===== config.mk =====
export PLATFORM = sky130hd
export DESIGN_NAME = psm_ctrl
export DESIGN_NICKNAME = d
export VERILOG_FILES = /design/src/psm_pkg.sv /design/src/psm_ctrl.sv
export SDC_FILE = /design/constraint.sdc
export NUM_CORES = 1
export LEC_CHECK = 0
export BUFFER_PORTS_ARGS = -buffer_cell sky130_fd_sc_hd__buf_4
export CAP_MARGIN = 40
export CORE_UTILIZATION = 48
export DETAILED_ROUTE_END_ITERATION = 7
export PLACE_DENSITY = 0.83
export SYNTH_ARGS = -nofsm -noshare
export SYNTH_HDL_FRONTEND = slang
export SYNTH_SLANG_ARGS = --single-unit

===== constraint.sdc =====
create_clock -name clk -period 5.72 [get_ports clk]
set_clock_uncertainty 0.2 [all_clocks]
set_input_delay 1.144 -clock clk [delete_from_list [all_inputs] [get_ports clk]]
set_output_delay 1.144 -clock clk [all_outputs]
set_load 0.05 [all_outputs]

===== src/psm_pkg.sv =====
package psm_pkg;
    // Register byte offsets
    localparam logic [3:0] PSM_CTL_OFS = 4'h0;
    localparam logic [3:0] PSM_STS_OFS = 4'h4;
    localparam logic [3:0] PSM_CORE_OFS = 4'h8;
    // power_control_reg fields
    localparam int PSM_CTL_LDO_VOLTAGE_SELECT_LSB = 14;
    localparam int PSM_CTL_STBCLR_BIT = 3;
    localparam int PSM_CTL_WAKECLR_BIT = 2;
    localparam int PSM_CTL_STBSEL_BIT = 1;
    localparam int PSM_CTL_REGULATOR_LOW_POWER_BIT = 0;
    localparam logic [1:0] PSM_LDO_VOLTAGE_SELECT_RST = 2'h1;
    localparam logic [1:0] PSM_LDO_VOLTAGE_SELECT_LOW = 2'h0;
    // power_status_reg fields
    localparam int PSM_STS_WPEN_BIT = 8;
    localparam int PSM_STS_STANDBY_ENTERED_FLAG_BIT = 1;
    localparam int PSM_STS_WUF_BIT = 0;
    // Core mode register fields
    localparam int PSM_CORE_DEEP_BIT = 0;
    localparam int PSM_CORE_SAI_BIT = 1;
    localparam int PSM_CORE_PAE_BIT = 2;
    // Timing
    localparam int PSM_CLK_MHZ = 25;
    localparam int PSM_POR_NS = 10000;
    localparam int PSM_OSC_WAKE_NS = 2000;
    localparam int PSM_LDO_WAKE_NS = 4000;
    localparam int PSM_POR_CYC = (PSM_POR_NS * PSM_CLK_MHZ + 999) / 1000;
    localparam int PSM_OSC_CYC = (PSM_OSC_WAKE_NS * PSM_CLK_MHZ + 999) / 1000;
    localparam int PSM_LDO_CYC = (PSM_LDO_WAKE_NS * PSM_CLK_MHZ + 999) / 1000;
    localparam logic [31:0] PSM_BOOT_ADDR = 32'h0000_0000;

    typedef enum logic [2:0] {
        PSM_POR = 3'b000,
        PSM_RUN = 3'b001,
        PSM_LSLEEP = 3'b010,
        PSM_DSLEEP = 3'b011,
        PSM_DWAKE = 3'b100,
        PSM_STANDBY = 3'b101
    } psm_state_t;
endpackage : psm_pkg


===== src/psm_ctrl.sv =====
// How it works
// - After core domain power-up, hold the whole domain in a power-on reset sequence.
// - Modes are configured first; entry happens at wait_for_interrupt, wait_for_event or, in light sleep with sleep_after_isr, lowest-priority handler return.
// - After any reset the device runs fully with every domain active.
// - ldo_voltage_select writable only with PLL off; low voltage driven while PLL off.
// - Light sleep stops only the core clock; other clocks keep running.
// - Light sleep wakes on interrupt, or event/interrupt-as-event when entered by wait_for_event.
// - sleep_after_isr 0 sleeps at wait; 1 light-sleeps on lowest-priority handler return, while deep sleep and standby still enter at wait.
// - Deep sleep stops all domain clocks and oscillators, PLLs; contents kept.
// - deep_sleep_request 1 and standby_select 0 before wait selects deep sleep.
// - Regulator low power in deep sleep per regulator_low_power, adding exit delay.
// - Deep sleep wakes only on event line interrupts or events.
// - Leaving deep sleep switches system clock to internal_8mhz_osc.
// - Pending event line flags at wait skip deep sleep entry.
// - Standby powers off the domain, regulator, oscillators and PLLs.
// - standby_entered_flag is set once standby has been entered.
// - Standby exits on reset pin low, RTC alarm, watchdog reset, wake_pin rise.
// - Standby exit performs full domain power-on reset; core fetches from address zero.
// - In standby all I/Os float except reset, RTC, crystal and enabled wake pins.
// - standby_entered_flag clears only on power reset or standby_flag_clear write.
// - wake_event_flag sets on wake pin or RTC alarm; clears on reset or write.
// - With wake_pin_enable set, a wake_pin rising edge wakes from standby.
`timescale 1ns/100ps
module psm_ctrl #(
    parameter int POR_CYC = psm_pkg::PSM_POR_CYC,
    parameter int OSC_CYC = psm_pkg::PSM_OSC_CYC,
    parameter int LDO_CYC = psm_pkg::PSM_LDO_CYC
) (
    input wire logic clk, // 25 MHz clock
    input wire logic rst_b, // Power-on reset, active low
    input wire logic [3:0] avs_address, // Byte address
    input wire logic avs_read, // Read request
    input wire logic avs_write, // Write request
    input wire logic [31:0] avs_writedata, // Write data
    input wire logic [3:0] avs_byteenable, // Byte lanes
    output logic [31:0] avs_readdata, // Read data
    output logic avs_waitrequest, // Stall
    input wire logic wfi_exec, // Core executed wait_for_interrupt
    input wire logic wfe_exec, // Core executed wait_for_event
    input wire logic isr_exit_lowest, // Return from lowest-priority handler
    input wire logic irq_any, // Any interrupt pending
    input wire logic event_any, // Any wakeup event
    input wire logic ext_line_irq, // Interrupt from event lines
    input wire logic ext_line_event, // Event from event lines
    input wire logic ext_pending_any, // Pending bits or peripheral flags set
    input wire logic pll_on, // PLL running
    input wire logic external_reset_pin_b, // Reset pin level
    input wire logic rtc_alarm, // RTC alarm
    input wire logic free_watchdog_rst, // Watchdog reset
    input wire logic wake_pin, // Wake pin level
    output logic core_rst_b, // Core domain reset, active low
    output logic [31:0] boot_addr, // Core fetch address after reset
    output logic core_clk_en, // Core clock gate
    output logic periph_clk_en, // All other domain clocks
    output logic osc_8m_en, // internal_8mhz_osc enable
    output logic osc_48m_en, // internal_48mhz_osc enable
    output logic high_speed_crystal_en, // high_speed_crystal enable
    output logic pll_en, // PLL enable
    output logic ldo_en, // Regulator on
    output logic ldo_low_power, // Regulator low-power
    output logic [1:0] ldo_voltage_out, // Regulator output select
    output logic domain_power_en, // Core domain supply
    output logic sysclk_to_8m, // Pulse: force system clock to 8 MHz osc
    output logic io_float, // Float general I/Os
    output logic wake_pin_keep // Keep wake pin active in standby
);
    import psm_pkg::*;

    psm_state_t state_q, state_d;
    logic ack_q;
    logic [31:0] rdata_q;
    logic [1:0] ldo_voltage_select_q;
    logic stb_sel_q, regulator_low_power_q, wpen_q, standby_entered_flag_q, wuf_q;
    logic deep_q, sai_q, pae_q;
    logic via_wfe_q, wake_prev_q;
    logic [15:0] cnt_q;
    logic wr_ok, rd_go, wake_rise, wait_go, lwake, dwake, swake, dom_rst;
    logic wr_ctl, wr_sts, wr_core;

    function automatic logic psm_hit(input logic [3:0] a, input logic [3:0] ofs);
        psm_hit = (a[3:2] == ofs[3:2]);
    endfunction : psm_hit

    // One wait cycle per access
    assign avs_waitrequest = (avs_read | avs_write) & ~ack_q;
    assign wr_ok = avs_write & ack_q;
    assign rd_go = avs_read & ~ack_q;
    assign wr_ctl = wr_ok & psm_hit(avs_address, PSM_CTL_OFS) & avs_byteenable[0];
    assign wr_sts = wr_ok & psm_hit(avs_address, PSM_STS_OFS) & avs_byteenable[1];
    assign wr_core = wr_ok & psm_hit(avs_address, PSM_CORE_OFS) & avs_byteenable[0];
    assign avs_readdata = rdata_q;

    always_ff @(posedge clk or negedge rst_b)
    begin
        if (!rst_b)
            ack_q <= 1'b0;
        else
            ack_q <= (avs_read | avs_write) & ~ack_q;
    end

    always_ff @(posedge clk or negedge rst_b)
    begin
        if (!rst_b)
            rdata_q <= 32'h0;
        else if (rd_go)
        begin
            rdata_q <= 32'h0;
            if (psm_hit(avs_address, PSM_CTL_OFS))
            begin
                rdata_q[PSM_CTL_LDO_VOLTAGE_SELECT_LSB +: 2] <= ldo_voltage_select_q;
                rdata_q[PSM_CTL_STBSEL_BIT] <= stb_sel_q;
                rdata_q[PSM_CTL_REGULATOR_LOW_POWER_BIT] <= regulator_low_power_q;
            end
            else if (psm_hit(avs_address, PSM_STS_OFS))
            begin
                rdata_q[PSM_STS_WPEN_BIT] <= wpen_q;
                rdata_q[PSM_STS_STANDBY_ENTERED_FLAG_BIT] <= standby_entered_flag_q;
                rdata_q[PSM_STS_WUF_BIT] <= wuf_q;
            end
            else if (psm_hit(avs_address, PSM_CORE_OFS))
            begin
                rdata_q[PSM_CORE_DEEP_BIT] <= deep_q;
                rdata_q[PSM_CORE_SAI_BIT] <= sai_q;
                rdata_q[PSM_CORE_PAE_BIT] <= pae_q;
            end
        end
    end

    assign dom_rst = (state_q == PSM_POR);

    // Control bits lost with the core domain; reloaded by the POR sequence
    always_ff @(posedge clk or negedge rst_b)
    begin
        if (!rst_b)
        begin
            ldo_voltage_select_q <= PSM_LDO_VOLTAGE_SELECT_RST;
            stb_sel_q <= 1'b0;
            regulator_low_power_q <= 1'b0;
            deep_q <= 1'b0;
            sai_q <= 1'b0;
            pae_q <= 1'b0;
        end
        else if (dom_rst)
        begin
            ldo_voltage_select_q <= PSM_LDO_VOLTAGE_SELECT_RST;
            stb_sel_q <= 1'b0;
            regulator_low_power_q <= 1'b0;
            deep_q <= 1'b0;
            sai_q <= 1'b0;
            pae_q <= 1'b0;
        end
        else
        begin
            if (wr_ctl)
            begin
                stb_sel_q <= avs_writedata[PSM_CTL_STBSEL_BIT];
                regulator_low_power_q <= avs_writedata[PSM_CTL_REGULATOR_LOW_POWER_BIT];
            end
            if (wr_ctl && avs_byteenable[1] && !pll_on)
                ldo_voltage_select_q <= avs_writedata[PSM_CTL_LDO_VOLTAGE_SELECT_LSB +: 2];
            if (wr_core)
            begin
                deep_q <= avs_writedata[PSM_CORE_DEEP_BIT];
                sai_q <= avs_writedata[PSM_CORE_SAI_BIT];
                pae_q <= avs_writedata[PSM_CORE_PAE_BIT];
            end
        end
    end

    assign wake_rise = wake_pin & ~wake_prev_q;

    always_ff @(posedge clk or negedge rst_b)
    begin
        if (!rst_b)
            wake_prev_q <= 1'b0;
        else
            wake_prev_q <= wake_pin;
    end

    // Status bits survive standby; set wins over clear
    always_ff @(posedge clk or negedge rst_b)
    begin
        if (!rst_b)
        begin
            wpen_q <= 1'b0;
            standby_entered_flag_q <= 1'b0;
            wuf_q <= 1'b0;
        end
        else
        begin
            if (wr_sts)
                wpen_q <= avs_writedata[PSM_STS_WPEN_BIT];
            if (state_q == PSM_STANDBY)
                standby_entered_flag_q <= 1'b1;
            else if (wr_ctl && avs_writedata[PSM_CTL_STBCLR_BIT])
                standby_entered_flag_q <= 1'b0;
            if (rtc_alarm || (wpen_q && wake_rise))
                wuf_q <= 1'b1;
            else if (wr_ctl && avs_writedata[PSM_CTL_WAKECLR_BIT])
                wuf_q <= 1'b0;
        end
    end

    assign wait_go = wfi_exec | wfe_exec;
    assign lwake = via_wfe_q ? (event_any | (pae_q & irq_any)) : irq_any;
    assign dwake = via_wfe_q ? (ext_line_event | (pae_q & ext_line_irq)) : ext_line_irq;
    assign swake = ~external_reset_pin_b | rtc_alarm | free_watchdog_rst
        | (wpen_q & wake_rise);

    always_comb
    begin
        state_d = state_q;
        case (state_q)
            PSM_POR:
                if (cnt_q == 16'h0)
                    state_d = PSM_RUN;
            PSM_RUN:
                if (!deep_q && ((wait_go && !sai_q) || (sai_q && isr_exit_lowest)))
                    state_d = PSM_LSLEEP;
                else if (wait_go && deep_q && stb_sel_q)
                    state_d = PSM_STANDBY;
                else if (wait_go && deep_q && !ext_pending_any)
                    state_d = PSM_DSLEEP;
            PSM_LSLEEP:
                if (lwake)
                    state_d = PSM_RUN;
            PSM_DSLEEP:
                if (dwake)
                    state_d = PSM_DWAKE;
            PSM_DWAKE:
                if (cnt_q == 16'h0)
                    state_d = PSM_RUN;
            PSM_STANDBY:
                if (swake)
                    state_d = PSM_POR;
            default:
                state_d = PSM_POR;
        endcase
    end

    always_ff @(posedge clk or negedge rst_b)
    begin
        if (!rst_b)
            state_q <= PSM_POR;
        else
            state_q <= state_d;
    end

    always_ff @(posedge clk or negedge rst_b)
    begin
        if (!rst_b)
            via_wfe_q <= 1'b0;
        else if (state_q == PSM_RUN && wait_go)
            via_wfe_q <= wfe_exec;
        else if (state_q == PSM_RUN && isr_exit_lowest)
            via_wfe_q <= 1'b0;
    end

    // Countdown for reset sequence and deep-sleep exit delay
    always_ff @(posedge clk or negedge rst_b)
    begin
        if (!rst_b)
            cnt_q <= 16'(POR_CYC - 1);
        else if (state_q == PSM_STANDBY)
            cnt_q <= 16'(POR_CYC - 1);
        else if (state_q == PSM_DSLEEP)
            cnt_q <= regulator_low_power_q ? 16'(OSC_CYC + LDO_CYC - 1) : 16'(OSC_CYC - 1);
        else if (cnt_q != 16'h0)
            cnt_q <= cnt_q - 16'h1;
    end

    // Registered outputs follow the next state
    always_ff @(posedge clk or negedge rst_b)
    begin
        if (!rst_b)
        begin
            core_rst_b <= 1'b0;
            core_clk_en <= 1'b0;
            periph_clk_en <= 1'b0;
            osc_8m_en <= 1'b1;
            osc_48m_en <= 1'b1;
            high_speed_crystal_en <= 1'b1;
            pll_en <= 1'b1;
            ldo_en <= 1'b1;
            ldo_low_power <= 1'b0;
            domain_power_en <= 1'b1;
            io_float <= 1'b0;
        end
        else
        begin
            core_rst_b <= (state_d != PSM_POR);
            core_clk_en <= (state_d == PSM_RUN);
            periph_clk_en <= (state_d == PSM_RUN) || (state_d == PSM_LSLEEP);
            osc_8m_en <= (state_d != PSM_DSLEEP) && (state_d != PSM_STANDBY);
            osc_48m_en <= (state_d != PSM_DSLEEP) && (state_d != PSM_STANDBY);
            high_speed_crystal_en <= (state_d != PSM_DSLEEP) && (state_d != PSM_STANDBY);
            pll_en <= (state_d != PSM_DSLEEP) && (state_d != PSM_STANDBY);
            ldo_en <= (state_d != PSM_STANDBY);
            ldo_low_power <= (state_d == PSM_DSLEEP) && regulator_low_power_q;
            domain_power_en <= (state_d != PSM_STANDBY);
            io_float <= (state_d == PSM_STANDBY);
        end
    end

    always_ff @(posedge clk or negedge rst_b)
    begin
        if (!rst_b)
        begin
            sysclk_to_8m <= 1'b0;
            ldo_voltage_out <= PSM_LDO_VOLTAGE_SELECT_LOW;
            wake_pin_keep <= 1'b0;
            boot_addr <= PSM_BOOT_ADDR;
        end
        else
        begin
            sysclk_to_8m <= (state_q == PSM_DWAKE) && (state_d == PSM_RUN);
            ldo_voltage_out <= pll_on ? ldo_voltage_select_q : PSM_LDO_VOLTAGE_SELECT_LOW;
            wake_pin_keep <= wpen_q;
            boot_addr <= PSM_BOOT_ADDR;
        end
    end
endmodule : psm_ctrl


---- Word-level counts from Yosys, hierarchy flattened ----
Index checks and enable logic that the tools add are counted.
cells by class
  add/sub/neg operators ................... 1
  equal/unequal tests ..................... 13
  mux-type cells .......................... 41
  bitwise operators ....................... 23
  reductions and logical operators ........ 36
operators with widths
  kind                                                  count
  two-way mux 16 bit                                    3
  two-way mux 3 bit                                     8
  two-way mux 1 bit                                     22
  logical AND 1 bit                                     16
  zero test 16 bit                                      1
  nonzero test 16 bit                                   1
  subtractor 16 x 1 -> 16 bit (second input constant)   1
  case mux 3 bit (5 select lines)                       1
  bitwise AND 1 bit                                     13
  equality test 3 x 2 -> 1 bit (second input constant)  4
  two-way mux 2 bit                                     6
  nonzero test 2 bit                                    6
  equality test 3 bit (second input constant)           3
  two-way mux 8 bit                                     1
  bitwise OR 1 bit                                      7
  equality test 3 x 1 -> 1 bit (second input constant)  2
  nonzero test 3 bit                                    2
  zero test 1 bit                                       4
  zero test 3 bit                                       1
  logical OR 1 bit                                      3
  != test 3 x 2 -> 1 bit (second input constant)        1
  != test 3 bit (second input constant)                 1
  inverter 1 bit                                        3
  equality test 2 x 1 -> 1 bit (second input constant)  1
  other kinds (3)                                       3
word-level totals
  bits in registers ....................... 49
  input port bits ......................... 57
  output and inout port bits .............. 80
  word-level logic and storage cells ...... 139

---- Depth between registers and ports, before layout ----
Gate-level depths: netlist of run 1.
  depth in word-level cells ............... 9
  gate-level depth with buffers ........... 8
  gate-level depth less buffers ........... 8

---- Least setup slack after synthesis of run 1 ----
Ideal clock, no wire load.
  path type ............................... input-to-output
  start ................................... in avs_write
  end ..................................... out avs_waitrequest
  arrival ................................. 1.841 ns
  required time ........................... 4.376 ns
  slack ................................... 2.535 ns
  stages .................................. 2
  path buffers ............................ 0
  cells stage by stage .................... nor2_1 > nor2_1
on the way
  word-level cells in the longest chain between the ends .. 2
ends and longest elaborated chain
  what               line            text
  from (decl)        psm_ctrl.sv:33  input wire logic avs_write,
  bitwise OR 1 bit   psm_ctrl.sv:85  assign avs_waitrequest = (avs_read | avs_write) & ~ack_q;
  bitwise AND 1 bit  psm_ctrl.sv:85
  to (decl)          psm_ctrl.sv:37  output logic avs_waitrequest,
Every way passes these cells.

---- Final worst setup path of run 1 ----
Same ends and word-level chain as after synthesis.

==> results of run 1 <==
==> sequential cells by signal, summed over array words and instances (netlist names), 2 cells and up <==
register	flops
cnt_q	16
state_q	3
ldo_voltage_out	2
ldo_voltage_select_q	2
avs_readdata	6
==> metrics by stage <==
step	hold slack (ps)	total power, mW	worst slack, ps	util [%]	cell area (µm²)
after floorplan	182	0.941	2530	-	3010
after global placement	199	0.994	2780	53.6	2990
after detailed placement	205	1.01	2720	53.6	2990
after CTS	225	1.21	2720	55.0	3070
after global routing	255	1.29	2650	55.0	3070
final	220	1.20	2730	55.0	3070
==> layer usage <==
metal	GRT usage, %	wire, µm
met5	0	0
met1	25.2	2230
met4	8.52	85
met2	27.4	2340
met3	3.02	253
==> cell type report <==
type                       count  area [µm²]  share of cell area (%)
tap                           72        90.1                    2.94
sequential                    49        1240                    40.4
clock inverter                 1        5.00                   0.163
inverter                       5        18.8                   0.612
clock buffer                   7        76.3                    2.49
multi-input combinational    217        1270                    41.5
timing repair buffer          49         368                    12.0
==> Yosys cell counts, types with 2 or more instances <==
cell type,instances,share of area (%)
sky130_fd_sc_hd__dfstp_2,9,8.4
sky130_fd_sc_hd__nor4_1,3,0.67
sky130_fd_sc_hd__nand3b_1,3,0.80
sky130_fd_sc_hd__nor2_1,27,3.6
sky130_fd_sc_hd__nor3b_1,6,1.6
sky130_fd_sc_hd__clkbuf_1,2,0.27
sky130_fd_sc_hd__and3b_1,2,0.63
sky130_fd_sc_hd__nand2_1,18,2.4
sky130_fd_sc_hd__mux2i_1,9,3.2
sky130_fd_sc_hd__and2_1,3,0.67
sky130_fd_sc_hd__ha_1,2,0.89
sky130_fd_sc_hd__nand4_1,2,0.45
sky130_fd_sc_hd__a22oi_1,2,0.54
sky130_fd_sc_hd__nor2b_1,3,0.67
sky130_fd_sc_hd__xnor2_1,6,1.9
sky130_fd_sc_hd__and3_1,3,0.67
sky130_fd_sc_hd__dfrtp_1,40,36
sky130_fd_sc_hd__a22o_1,3,0.94
sky130_fd_sc_hd__nor3_1,7,1.3
sky130_fd_sc_hd__a21oi_1,6,1.1
sky130_fd_sc_hd__buf_4,63,17
sky130_fd_sc_hd__xor2_1,7,2.2
sky130_fd_sc_hd__a31oi_1,3,0.67
sky130_fd_sc_hd__o21ai_0,10,1.8
sky130_fd_sc_hd__or3_1,3,0.67
sky130_fd_sc_hd__nand2b_1,5,1.1
sky130_fd_sc_hd__nand3_1,8,1.4
sky130_fd_sc_hd__inv_1,5,0.67
==> power by group through the flow <==
stage / clock [mW] / sequential [mW] / combinational [mW]
2_1_floorplan: 0 / 0.561 / 0.379
3_3_place_gp: 0 / 0.544 / 0.450
3_5_place_dp: 0 / 0.548 / 0.463
4_1_cts: 0.201 / 0.544 / 0.464
5_1_grt: 0.218 / 0.560 / 0.512
6_report: 0.195 / 0.546 / 0.462
==> kinds of logic after synthesis <==
kind of cell,Yosys count
multiplexers,10
adder cells (fa/ha/maj),2
buffers and inverters,71
AND/OR/NAND/NOR,101
XOR/XNOR,13
other,1
flip-flops,49
AO/OA/AOI/OAI,33
==> final timing paths <==
path	startpoint	endpoint	slack, ps	depth (start not counted)
max	avs_write	avs_waitrequest	2730	4
min	wpen_q	wake_pin_keep	220	0
max reg2reg	cnt_q[8]	core_rst_b	3330	6
min reg2reg	wpen_q	wake_pin_keep	220	0
max in group asynchronous	rst_b	sysclk_to_8m	4280	1
min in group asynchronous	rst_b	avs_readdata[0]	640	1
==> worst register-to-register path, cell delays in order (launching register included) <==
cell and delay [ps]:
sky130_fd_sc_hd__dfrtp_1 460, sky130_fd_sc_hd__or4_4 580, sky130_fd_sc_hd__nor3_4 220, sky130_fd_sc_hd__nand3_4 180, sky130_fd_sc_hd__nand3_2 150, sky130_fd_sc_hd__o211ai_4 110, sky130_fd_sc_hd__or3_1 380
==> reports/summary.txt, run 1 <==
Run status: complete, no violations
Pin slew with the least headroom to its limit: 649 ps
Hold buffer count at cts: 0
Fraction of synthesized cell area in xor and xnor cells: 4.07%
Fraction of layout instances using a drive strength above 1: 22.6%
Power density relative to cell area: 392 mW/mm²
Clock insertion delay at the later pin of the skew report: 300 ps
Largest net degree at the start of global routing: 50
Final GP Congestion: 0.834
Final Cycle Share: 52.3%
Buffers on Ports: 49
Clock transition at the register clock pins on the worst setup and hold paths after CTS: 90 ps
Post-cts gate resize count: 0
Data arrival time at the worst-slack endpoint: 1640 ps
Length of the first detailed-routing pass in iterations: 4
Setup violations, final: 0
# Max-Cap Violations: 0
Seq/Total Area, Yosys: 44.2%
Data required, critical path: 4380 ps
Chip width: 78.4 µm
Compound-Gate Fraction of Synth Area: 8.67%
Die height: 78.4 µm
Initial cell density of the core: 50.2%
Number of levels in the clock H-tree: 2
CTS tree: done
Max-slew headroom at the worst pin: 56.4%
Vias in the first global route: 1821
Share of synthesized registers carrying an async set or reset: 100%
Global-route wire length before repair: 8570 µm
DR vias: 1959
Top Ports: 137
Largest family of logic cells by synthesized area: simple AND/OR/NAND/NOR gates
Avg Inst Size Synth: 10.0 µm²
Number of setup buffers added after CTS: 0
Growth of design area from synthesis to finish: 9.57%
Initial antenna violation count: 0
Internal Power: 0.694 mW
Count of yosys warnings during synthesis: 0
Delay of the slowest cell on the worst path: 230 ps
Most common cell after layout, fill and taps aside: sky130_fd_sc_hd__conb_1
Number of clock buffers inserted by TritonCTS: 5
Kind of launch point of the worst setup path: primary input
Setup repair after global routing missed its margin: false
Highest attainable clock frequency: 335 MHz
Post-synthesis simple-gate area fraction: 20.4%
Count of buffering cells on the critical path with inverters included: 2
NetSw: 0.508 mW
Total detailed-routing wirelength: 4920 µm
Post-synthesis instance total: 280
Peak supply drop: 0.264 mV
Seq cells post-synth: 49
Placeable core area: 0.00557 mm²
Kind of cell with the highest combined delay on the critical path: buffers and inverters
Largest fanout on the critical path: 3
Switching Fraction: 42.2%
Overall die area: 0.00614 mm²
Final max-slew violation count: 0
Placed instance count: 392
Main flop type after synthesis: sky130_fd_sc_hd__dfrtp_1
Detailed Place HPWL: 3700 µm
NumNets Final: 386
Class of the most critical hold timing path: register to register
Cell Area, Synth: 0.00280 mm²
Number of standard cells in the final layout excluding fillers: 400
Clock buffer depth: 2
Count of flip-flops with a built-in enable after synthesis: 0
Ordered cell list for the critical path: buf_4, nor2_1, nor2_1, buf_4
Clock Sink Count: 49
Share of cell area taken by muxes after synthesis: 3.62%
Number of antenna diodes: 0
Clk Tree Root Cell: sky130_fd_sc_hd__clkbuf_8
Tot GR Track Use: 18.1%
Number of filler cells placed in the layout: 490
Endpoint type of the worst setup path: primary output
Part of the power in combinational logic: 38.4%
Setup TNS: 0 ps
Vias per cell: 4.90
Post-synthesis cell type count: 48
WS Path Type: primary input to primary output
Static leakage: 1.47 nW
Clock network fraction of design power: 16.2%
Routed wire length per instance: 12.3 µm
Proportion of power drawn by flip-flops and latches: 45.4%
Fraction of the mapped netlist area in adder cells: 0.894%
DRT iter0 DRCs: 72
Time the final worst path needs with I/O delays and setup: 2990 ps
Fin. Hold Viols: 0
Highest-count cells in the layout ignoring fill and taps: sky130_fd_sc_hd__conb_1, sky130_fd_sc_hd__buf_4, sky130_fd_sc_hd__dfrtp_1
Number of nets still failing antenna checks after routing: 0
Residual DRC count: 0
Cell Rows: 27
Grt total ovfl: 0
CP max stage cell: sky130_fd_sc_hd__buf_4
(Power assumes the default switching activity.)
==> inputs of run 2 (changes only) <==
- CORE_UTILIZATION: 48 -> 46
- PLACE_DENSITY: 0.83 -> 0.8
- clock period: 5.72 -> 3.15 ns (I/O delays scaled with it)
==> run 2 against run 1 <==
Via count is 2.1% lower. First-iteration DRC count is 29% higher. Global-route usage is 1.6 points lower. Sequential share of layout area is 0.31 points lower. Largest power group unchanged. Core utilization is 2.5 points lower. Clock power is 90% higher. Critical endpoint is now core_rst_b. Die area is 4.2% higher. Flip-flop and latch count stayed put. Highest routed layer unchanged. Worst hold slack worse by 97 ps.
==> reports/summary.txt, run 2 (synthesis results as in run 1) <==
Cell Rows: 28 (+3.7%)
Max-slew headroom at the worst pin: 57.1% (+0.66 points)
Largest fanout on the critical path: 9 (+6)
Routed wire length per instance: 12.1 µm (-1.7%)
Minimum setup slack among reg-to-reg paths: 740 ps (-2590 ps)
Overall die area: 0.00640 mm² (+4.2%)
Clock network fraction of design power: 16.8% (+0.6 points)
Vias per cell: 4.75 (-3.1%)
Residual DRC count: 0 (unchanged)
Number of filler cells placed in the layout: 536 (+9.4%)
Origin of the critical flop-to-flop path: cnt_q[8]
Total detailed-routing wirelength: 4880 µm (-0.69%)
Clock Sink Count: 49 (unchanged)
Placeable core area: 0.00589 mm² (+5.6%)
Clock insertion delay at the later pin of the skew report: 290 ps (about the same)
Growth of design area from synthesis to finish: 10.4%
Buffers on Ports: 49 (unchanged)
Chip width: 80.0 µm (+2.1%)
Proportion of power drawn by flip-flops and latches: 45.0% (-0.4 points)
Worst setup startpoint: cnt_q[8]
Hold buffer count at cts: 0 (unchanged)
WS Path Type: register to register
NetSw: 0.916 mW (+80%)
CTS tree: done
Clock buffer depth: 2 (unchanged)
Data required, critical path: 3130 ps (-1250 ps)
Power density relative to cell area: 711 mW/mm² (+81%)
Vias in the first global route: 1817 (-0.22%)
Top Ports: 137 (unchanged)
Final Cycle Share: 76.4%
Highest attainable clock frequency: 416 MHz
Switching Fraction: 41.7% (-0.54 points)
Clk Tree Root Cell: sky130_fd_sc_hd__clkbuf_8
# Max-Cap Violations: 0 (unchanged)
Tot GR Track Use: 16.5% (-1.6 points)
Setup repair after global routing missed its margin: false
Static leakage: 1.48 nW (+0.80%)
Initial antenna violation count: 0 (unchanged)
Global-route wire length before repair: 8240 µm (-3.9%)
Number of clock buffers inserted by TritonCTS: 5 (unchanged)
Setup TNS: 0 ps (unchanged)
Time the final worst path needs with I/O delays and setup: 2410 ps
Final GP Congestion: 0.798 (-4.3%)
Destination of the worst register-to-register timing path: core_rst_b
Number of antenna diodes: 0 (unchanged)
Clock transition at the register clock pins on the worst setup and hold paths after CTS: 90 ps (about the same)
Highest-count cells in the layout ignoring fill and taps: sky130_fd_sc_hd__conb_1, sky130_fd_sc_hd__buf_4, sky130_fd_sc_hd__dfrtp_1
Endpoint type of the worst setup path: register
Post-cts gate resize count: 0 (unchanged)
Setup violations, final: 0 (unchanged)
Largest net degree at the start of global routing: 50 (unchanged)
Most common cell after layout, fill and taps aside: sky130_fd_sc_hd__conb_1
Number of setup buffers added after CTS: 0 (unchanged)
Multi-input combinational cell area: 0.00127 mm² (unchanged)
Die height: 80.0 µm (+2.1%)
Number of levels in the clock H-tree: 2 (unchanged)
Fraction of layout instances using a drive strength above 1: 23.1% (+0.54 points)
Register bank with the most flops: cnt_q
Depth of the most critical reg-to-reg path: 6 (unchanged)
Final max-slew violation count: 0 (unchanged)
Run status: complete, no violations
Class of the most critical hold timing path: primary input to async pin
DRT iter0 DRCs: 93 (+29%)
NumNets Final: 388 (+0.52%)
Detailed Place HPWL: 3740 µm (+1.2%)
Initial cell density of the core: 47.6% (-2.7 points)
Number of nets still failing antenna checks after routing: 0 (unchanged)
Part of the power in combinational logic: 38.2% (-0.2 points)
Least setup slack across all paths after layout: 745 ps (-1990 ps)
Setup Slack @ Placement: 753 ps (-1960 ps)
DR vias: 1918 (-2.1%)
Fin. Hold Viols: 0 (unchanged)
Pin slew with the least headroom to its limit: 642 ps (-6.24 ps)
Kind of launch point of the worst setup path: register
Grt total ovfl: 0 (unchanged)
Length of the first detailed-routing pass in iterations: 4 (unchanged)
Register area: 0.00124 mm² (unchanged)
Peak supply drop: 0.413 mV (+57%)
Data arrival time at the worst-slack endpoint: 2380 ps (+740 ps)
Flip-flop count of the largest register, all copies and words added: 16 (unchanged)
Internal Power: 1.28 mW (+84%)
[run 2: cell types whose count changed in the layout (fill, tap and decap cells not counted), sizes merged]
cell | before | now
buf | 49 | 51
clkinv | 1 | 0
[run 2: worst max-delay path by stage]
| stage | to | slack [ps] | cells after the start |
|---|---|---|---|
| global placement | core_rst_b | 780 | 6 |
| floorplan | core_rst_b | 930 | 6 |
| global route | core_rst_b | 640 | 6 |
| finish | core_rst_b | 740 | 6 |
| detailed placement | core_rst_b | 750 | 6 |
| CTS | core_rst_b | 730 | 6 |
[run 2: final cells by class]
type                            count  area share, %
Clock buffer                        7           2.79
Inverter                            5          0.607
Multi-Input combinational cell    217           41.1
Sequential cell                    49           40.0
Tap cell                           75           3.04
Timing Repair Buffer               51           12.4
[run 2: power groups by stage]
| stage | Clock, mW | Sequential (mW) | Combinational [mW] |
|---|---|---|---|
| floorplan | 0 | 1.02 | 0.689 |
| global placement | 0 | 0.989 | 0.818 |
| detailed placement | 0 | 1.00 | 0.838 |
| CTS | 0.378 | 0.989 | 0.844 |
| global route | 0.405 | 1.02 | 0.935 |
| finish | 0.370 | 0.989 | 0.838 |
[run 2: critical path, stage by stage, from the launching register on]
cell	delay, ps
sky130_fd_sc_hd__dfrtp_1	450
sky130_fd_sc_hd__or4_4	580
sky130_fd_sc_hd__nor3_4	230
sky130_fd_sc_hd__nand3_4	190
sky130_fd_sc_hd__nand3_2	150
sky130_fd_sc_hd__o211ai_4	100
sky130_fd_sc_hd__or3_1	380
[run 2: through the flow]
stage                     hold WS, ps  utilization, %  total power [mW]  cells  cell area (µm²)
after floorplan                   134               -              1.71    337             3010
after global placement            199            51.0              1.81    397             3000
after detailed placement          221            51.0              1.84    397             3000
after CTS                         158            52.5              2.21    404             3090
after global routing              181            52.5              2.36    404             3090
final                             123            52.5              2.20    404             3090
[run 2: layer usage]
metal  part of all wire (%)  GRT usage (%)  up-vias  wire length [µm]
met1                     45           22.4      916              2190
met5                      0              0        -                 0
met2                     50           27.2       65              2450
met3                    4.2           1.60        4               204
li1                       -              -      933                 -
met4                   0.74           6.07        0                36
==> inputs of run 3 (changes only) <==
- ABC_AREA: default -> 1
- CORE_UTILIZATION: 46 -> 43
- PLACE_DENSITY: 0.8 -> 0.77
- clock period: 3.15 -> 2.1 ns (I/O delays scaled with it)
==> run 3 against run 2 <==
Total power rose by 38%. Design area rose by 9.1%. Maximum frequency rose by 28%. Core utilization fell by 2.9 points. Register-to-register slack got worse by 530 ps. Sequential power rose by 31%. Via count rose by 23%. Global-route usage rose by 0.17 points. Count of clock-buffer cells in the layout did not move. Setup slack got worse by 530 ps. Largest cell class unchanged.
==> reports/summary.txt, run 3 <==
Switching Fraction: 42.0% (+0.33 points)
Total power of the final layout: 3.03 mW (+38%)
Detailed Place HPWL: 4580 µm (+22%)
Most common cell after layout, fill and taps aside: sky130_fd_sc_hd__nand2_1
Fraction of the mapped netlist area in adder cells: 0.832% (-0.062 points)
Cell Rows: 30 (+7.1%)
Clock insertion delay at the later pin of the skew report: 310 ps (+20 ps)
Largest family of logic cells by synthesized area: simple AND/OR/NAND/NOR gates
Data arrival time at the worst-slack endpoint: 1930 ps (-450 ps)
Largest net degree at the start of global routing: 50 (unchanged)
Vias per cell: 4.44 (-6.5%)
Initial cell density of the core: 44.3% (-3.3 points)
Grt total ovfl: 0 (unchanged)
Number of clock buffers inserted by TritonCTS: 5 (unchanged)
Area contributors post-synth: sky130_fd_sc_hd__dfrtp_1, sky130_fd_sc_hd__buf_4, sky130_fd_sc_hd__nand2_1
Kind of launch point of the worst setup path: register
Highest attainable clock frequency: 531 MHz (+28%)
WS Path Type: register to register
Avg Inst Size Synth: 7.90 µm² (-21%)
Fraction of synthesized cell area in xor and xnor cells: 1.75% (-2.3 points)
Setup violations, final: 0 (unchanged)
Clock Sink Count: 49 (unchanged)
Buffers on Ports: 49 (unchanged)
Growth of design area from synthesis to finish: 12.1%
Residual DRC count: 0 (unchanged)
Largest fanout on the critical path: 4 (-5)
Clock network fraction of design power: 19.1% (+2.3 points)
Vias in the first global route: 2255 (+24%)
Seq cells post-synth: 49 (unchanged)
Global-route wire length before repair: 9680 µm (+18%)
Final max-slew violation count: 0 (unchanged)
Number of setup buffers added after CTS: 0 (unchanged)
Number of levels in the clock H-tree: 2 (unchanged)
Ordered cell list for the critical path: inv_1, ha_1, inv_1, nor2_1, nand2_1, nor2_1, nand2_2, nand2_2, nand2_2, nor2_4, nand3_2, nor2_2
Seq/Total Area, Yosys: 41.1% (-3.1 points)
Most frequent cells after synthesis: sky130_fd_sc_hd__nand2_1, sky130_fd_sc_hd__buf_4, sky130_fd_sc_hd__inv_1, sky130_fd_sc_hd__dfrtp_1, sky130_fd_sc_hd__nor2_1
NetSw: 1.27 mW (+39%)
Fraction of layout instances using a drive strength above 1: 22.2% (-0.90 points)
# Max-Cap Violations: 0 (unchanged)
CTS tree: done
Count of flip-flops with a built-in enable after synthesis: 0 (unchanged)
Length of the first detailed-routing pass in iterations: 6 (+2)
Post-cts gate resize count: 0 (unchanged)
Clk Tree Root Cell: sky130_fd_sc_hd__clkbuf_8
Final GP Congestion: 0.898 (+12%)
NumNets Final: 495 (+28%)
Fin. Hold Viols: 0 (unchanged)
Main flop type after synthesis: sky130_fd_sc_hd__dfrtp_1
DRT iter0 DRCs: 106 (+14%)
Post-synthesis instance total: 381 (+36%)
Cell Area, Synth: 0.00301 mm² (+7.5%)
Overall die area: 0.00734 mm² (+15%)
Initial antenna violation count: 0 (unchanged)
Tot GR Track Use: 16.7% (+0.17 points)
Setup repair after global routing missed its margin: false
Endpoint type of the worst setup path: register
Most frequent cell on the critical path: sky130_fd_sc_hd__nand2_2
Final Cycle Share: 89.6% (+13 points)
Peak supply drop: 0.377 mV (-8.9%)
Number of nets still failing antenna checks after routing: 0 (unchanged)
Highest-count cells in the layout ignoring fill and taps: sky130_fd_sc_hd__nand2_1, sky130_fd_sc_hd__conb_1, sky130_fd_sc_hd__inv_1
Static leakage: 1.86 nW (+26%)
Chip width: 85.7 µm (+7.1%)
Register bank with the most flops: cnt_q
CP max stage cell: sky130_fd_sc_hd__dfrtp_1
Dominant cell type by area after synthesis: sky130_fd_sc_hd__dfrtp_1
Top Ports: 137 (unchanged)
DR vias: 2365 (+23%)
Share of synthesized registers carrying an async set or reset: 100% (unchanged)
Compound-Gate Fraction of Synth Area: 8.02% (-0.65 points)
Time the final worst path needs with I/O delays and setup: 1880 ps (-523 ps)
Delay of the slowest cell on the worst path: 390 ps (-190 ps)
Share of cell area taken by muxes after synthesis: 0.374% (-3.2 points)
Flip-flop count of the largest register, all copies and words added: 16 (unchanged)
Die height: 85.7 µm (+7.1%)
Pin slew with the least headroom to its limit: 602 ps (-40.2 ps)
Run status: complete, no violations
Clock transition at the register clock pins on the worst setup and hold paths after CTS: 90 ps (about the same)
Clock buffer depth: 2 (unchanged)
Post-synthesis simple-gate area fraction: 24.8% (+4.4 points)
Total detailed-routing wirelength: 5790 µm (+19%)
Proportion of power drawn by flip-flops and latches: 43.0% (-2.0 points)
Count of yosys warnings during synthesis: 0 (unchanged)
Placeable core area: 0.00679 mm² (+15%)
Power density relative to cell area: 899 mW/mm² (+26%)
Data required, critical path: 2140 ps (-990 ps)
Leading cell type by number of instances after synthesis: sky130_fd_sc_hd__nand2_1
Routed wire length per instance: 10.9 µm (-10%)
Class of the most critical hold timing path: primary input to register
Internal Power: 1.76 mW (+37%)
Setup TNS: 0 ps (unchanged)
Post-synthesis cell type count: 36 (-25%)
Yosys top cell area share: 33.3% (-2.5 points)
Number of antenna diodes: 0 (unchanged)
Part of the power in combinational logic: 37.9% (-0.3 points)
Max-slew headroom at the worst pin: 59.9% (+2.8 points)
==> run 3: cell types whose count changed after synthesis, sizes merged, moves of 5 or more <==
cell	change
nor2	+23
a21oi	+5
nand3	+10
inv	+54
nor3b	-5
nand2	+53
xnor2	-6
mux2i	-9
nand2b	-5
o21ai	+10
==> run 3: critical path, delay by kind of cell, from the launching register on <==
kind	cells	cell delay [ps]
AND/OR/NAND/NOR	9	960
buffers and inverters	2	140
adder cells (fa/ha/maj)	1	150
flip-flops	1	390
==> run 3: worst paths after layout <==
| check | start | endpoint | slack (ps) | cells past startpoint |
|---|---|---|---|---|
| min | wake_pin | wake_prev_q | 20 | 1 |
| max | cnt_q[1] | sysclk_to_8m | 220 | 12 |
| min reg2reg | wpen_q | wake_pin_keep | 210 | 0 |
| max reg2reg | cnt_q[1] | sysclk_to_8m | 220 | 12 |
| max in group asynchronous | rst_b | cnt_q[15] | 830 | 2 |
| min in group asynchronous | rst_b | ldo_voltage_out[0] | 460 | 2 |
==> run 3: power groups by stage <==
stage | Combinational (mW) | Clock [mW] | Sequential [mW]
after global placement | 1.12 | 0 | 1.31
after floorplan | 0.866 | 0 | 1.39
final | 1.15 | 0.580 | 1.30
after global routing | 1.26 | 0.639 | 1.33
after CTS | 1.16 | 0.598 | 1.30
after detailed placement | 1.15 | 0 | 1.32
==> run 3: final cells by class <==
type                            count  area [µm²]
Fill cell                         659        3420
Multi-Input combinational cell    267        1290
Tap cell                           96         120
Sequential cell                    49        1240
Timing Repair Buffer               53         400
Clock buffer                        7        86.3
Clock inverter                      1        7.51
Inverter                           60         225
==> run 3: per-stage QoR <==
stage	instance area (µm²)	utilization, %	hold WS (ps)	std cells	worst slack, ps
after floorplan	3220	-	-75.6	438	363
after global routing	3370	49.6	2.01	533	23.0
after detailed placement	3270	48.1	196	524	234
final	3370	49.6	22.7	533	217
after global placement	3270	48.1	185	524	263
after CTS	3370	49.6	13.9	533	195
==> run 3: cell families after synthesis <==
family                   count (synthesis)
flip-flops                              49
buffers and inverters                  122
XOR/XNOR                                 6
other                                    1
multiplexers                             1
AO/OA/AOI/OAI                           42
adder cells (fa/ha/maj)                  2
AND/OR/NAND/NOR                        158
==> run 3: repair_timing <==
action,CTS,global route
hold endpoints to repair,40,0
hold buffers,1,0
setup endpoints to repair,0,0
==> run 3: layer usage <==
metal	wire, µm	vias to the layer above	global-route usage, %
li1	-	1181	-
met4	94	0	6.36
met3	157	7	2.02
met5	0	-	0
met2	3180	60	31.9
met1	2360	1117	18.8
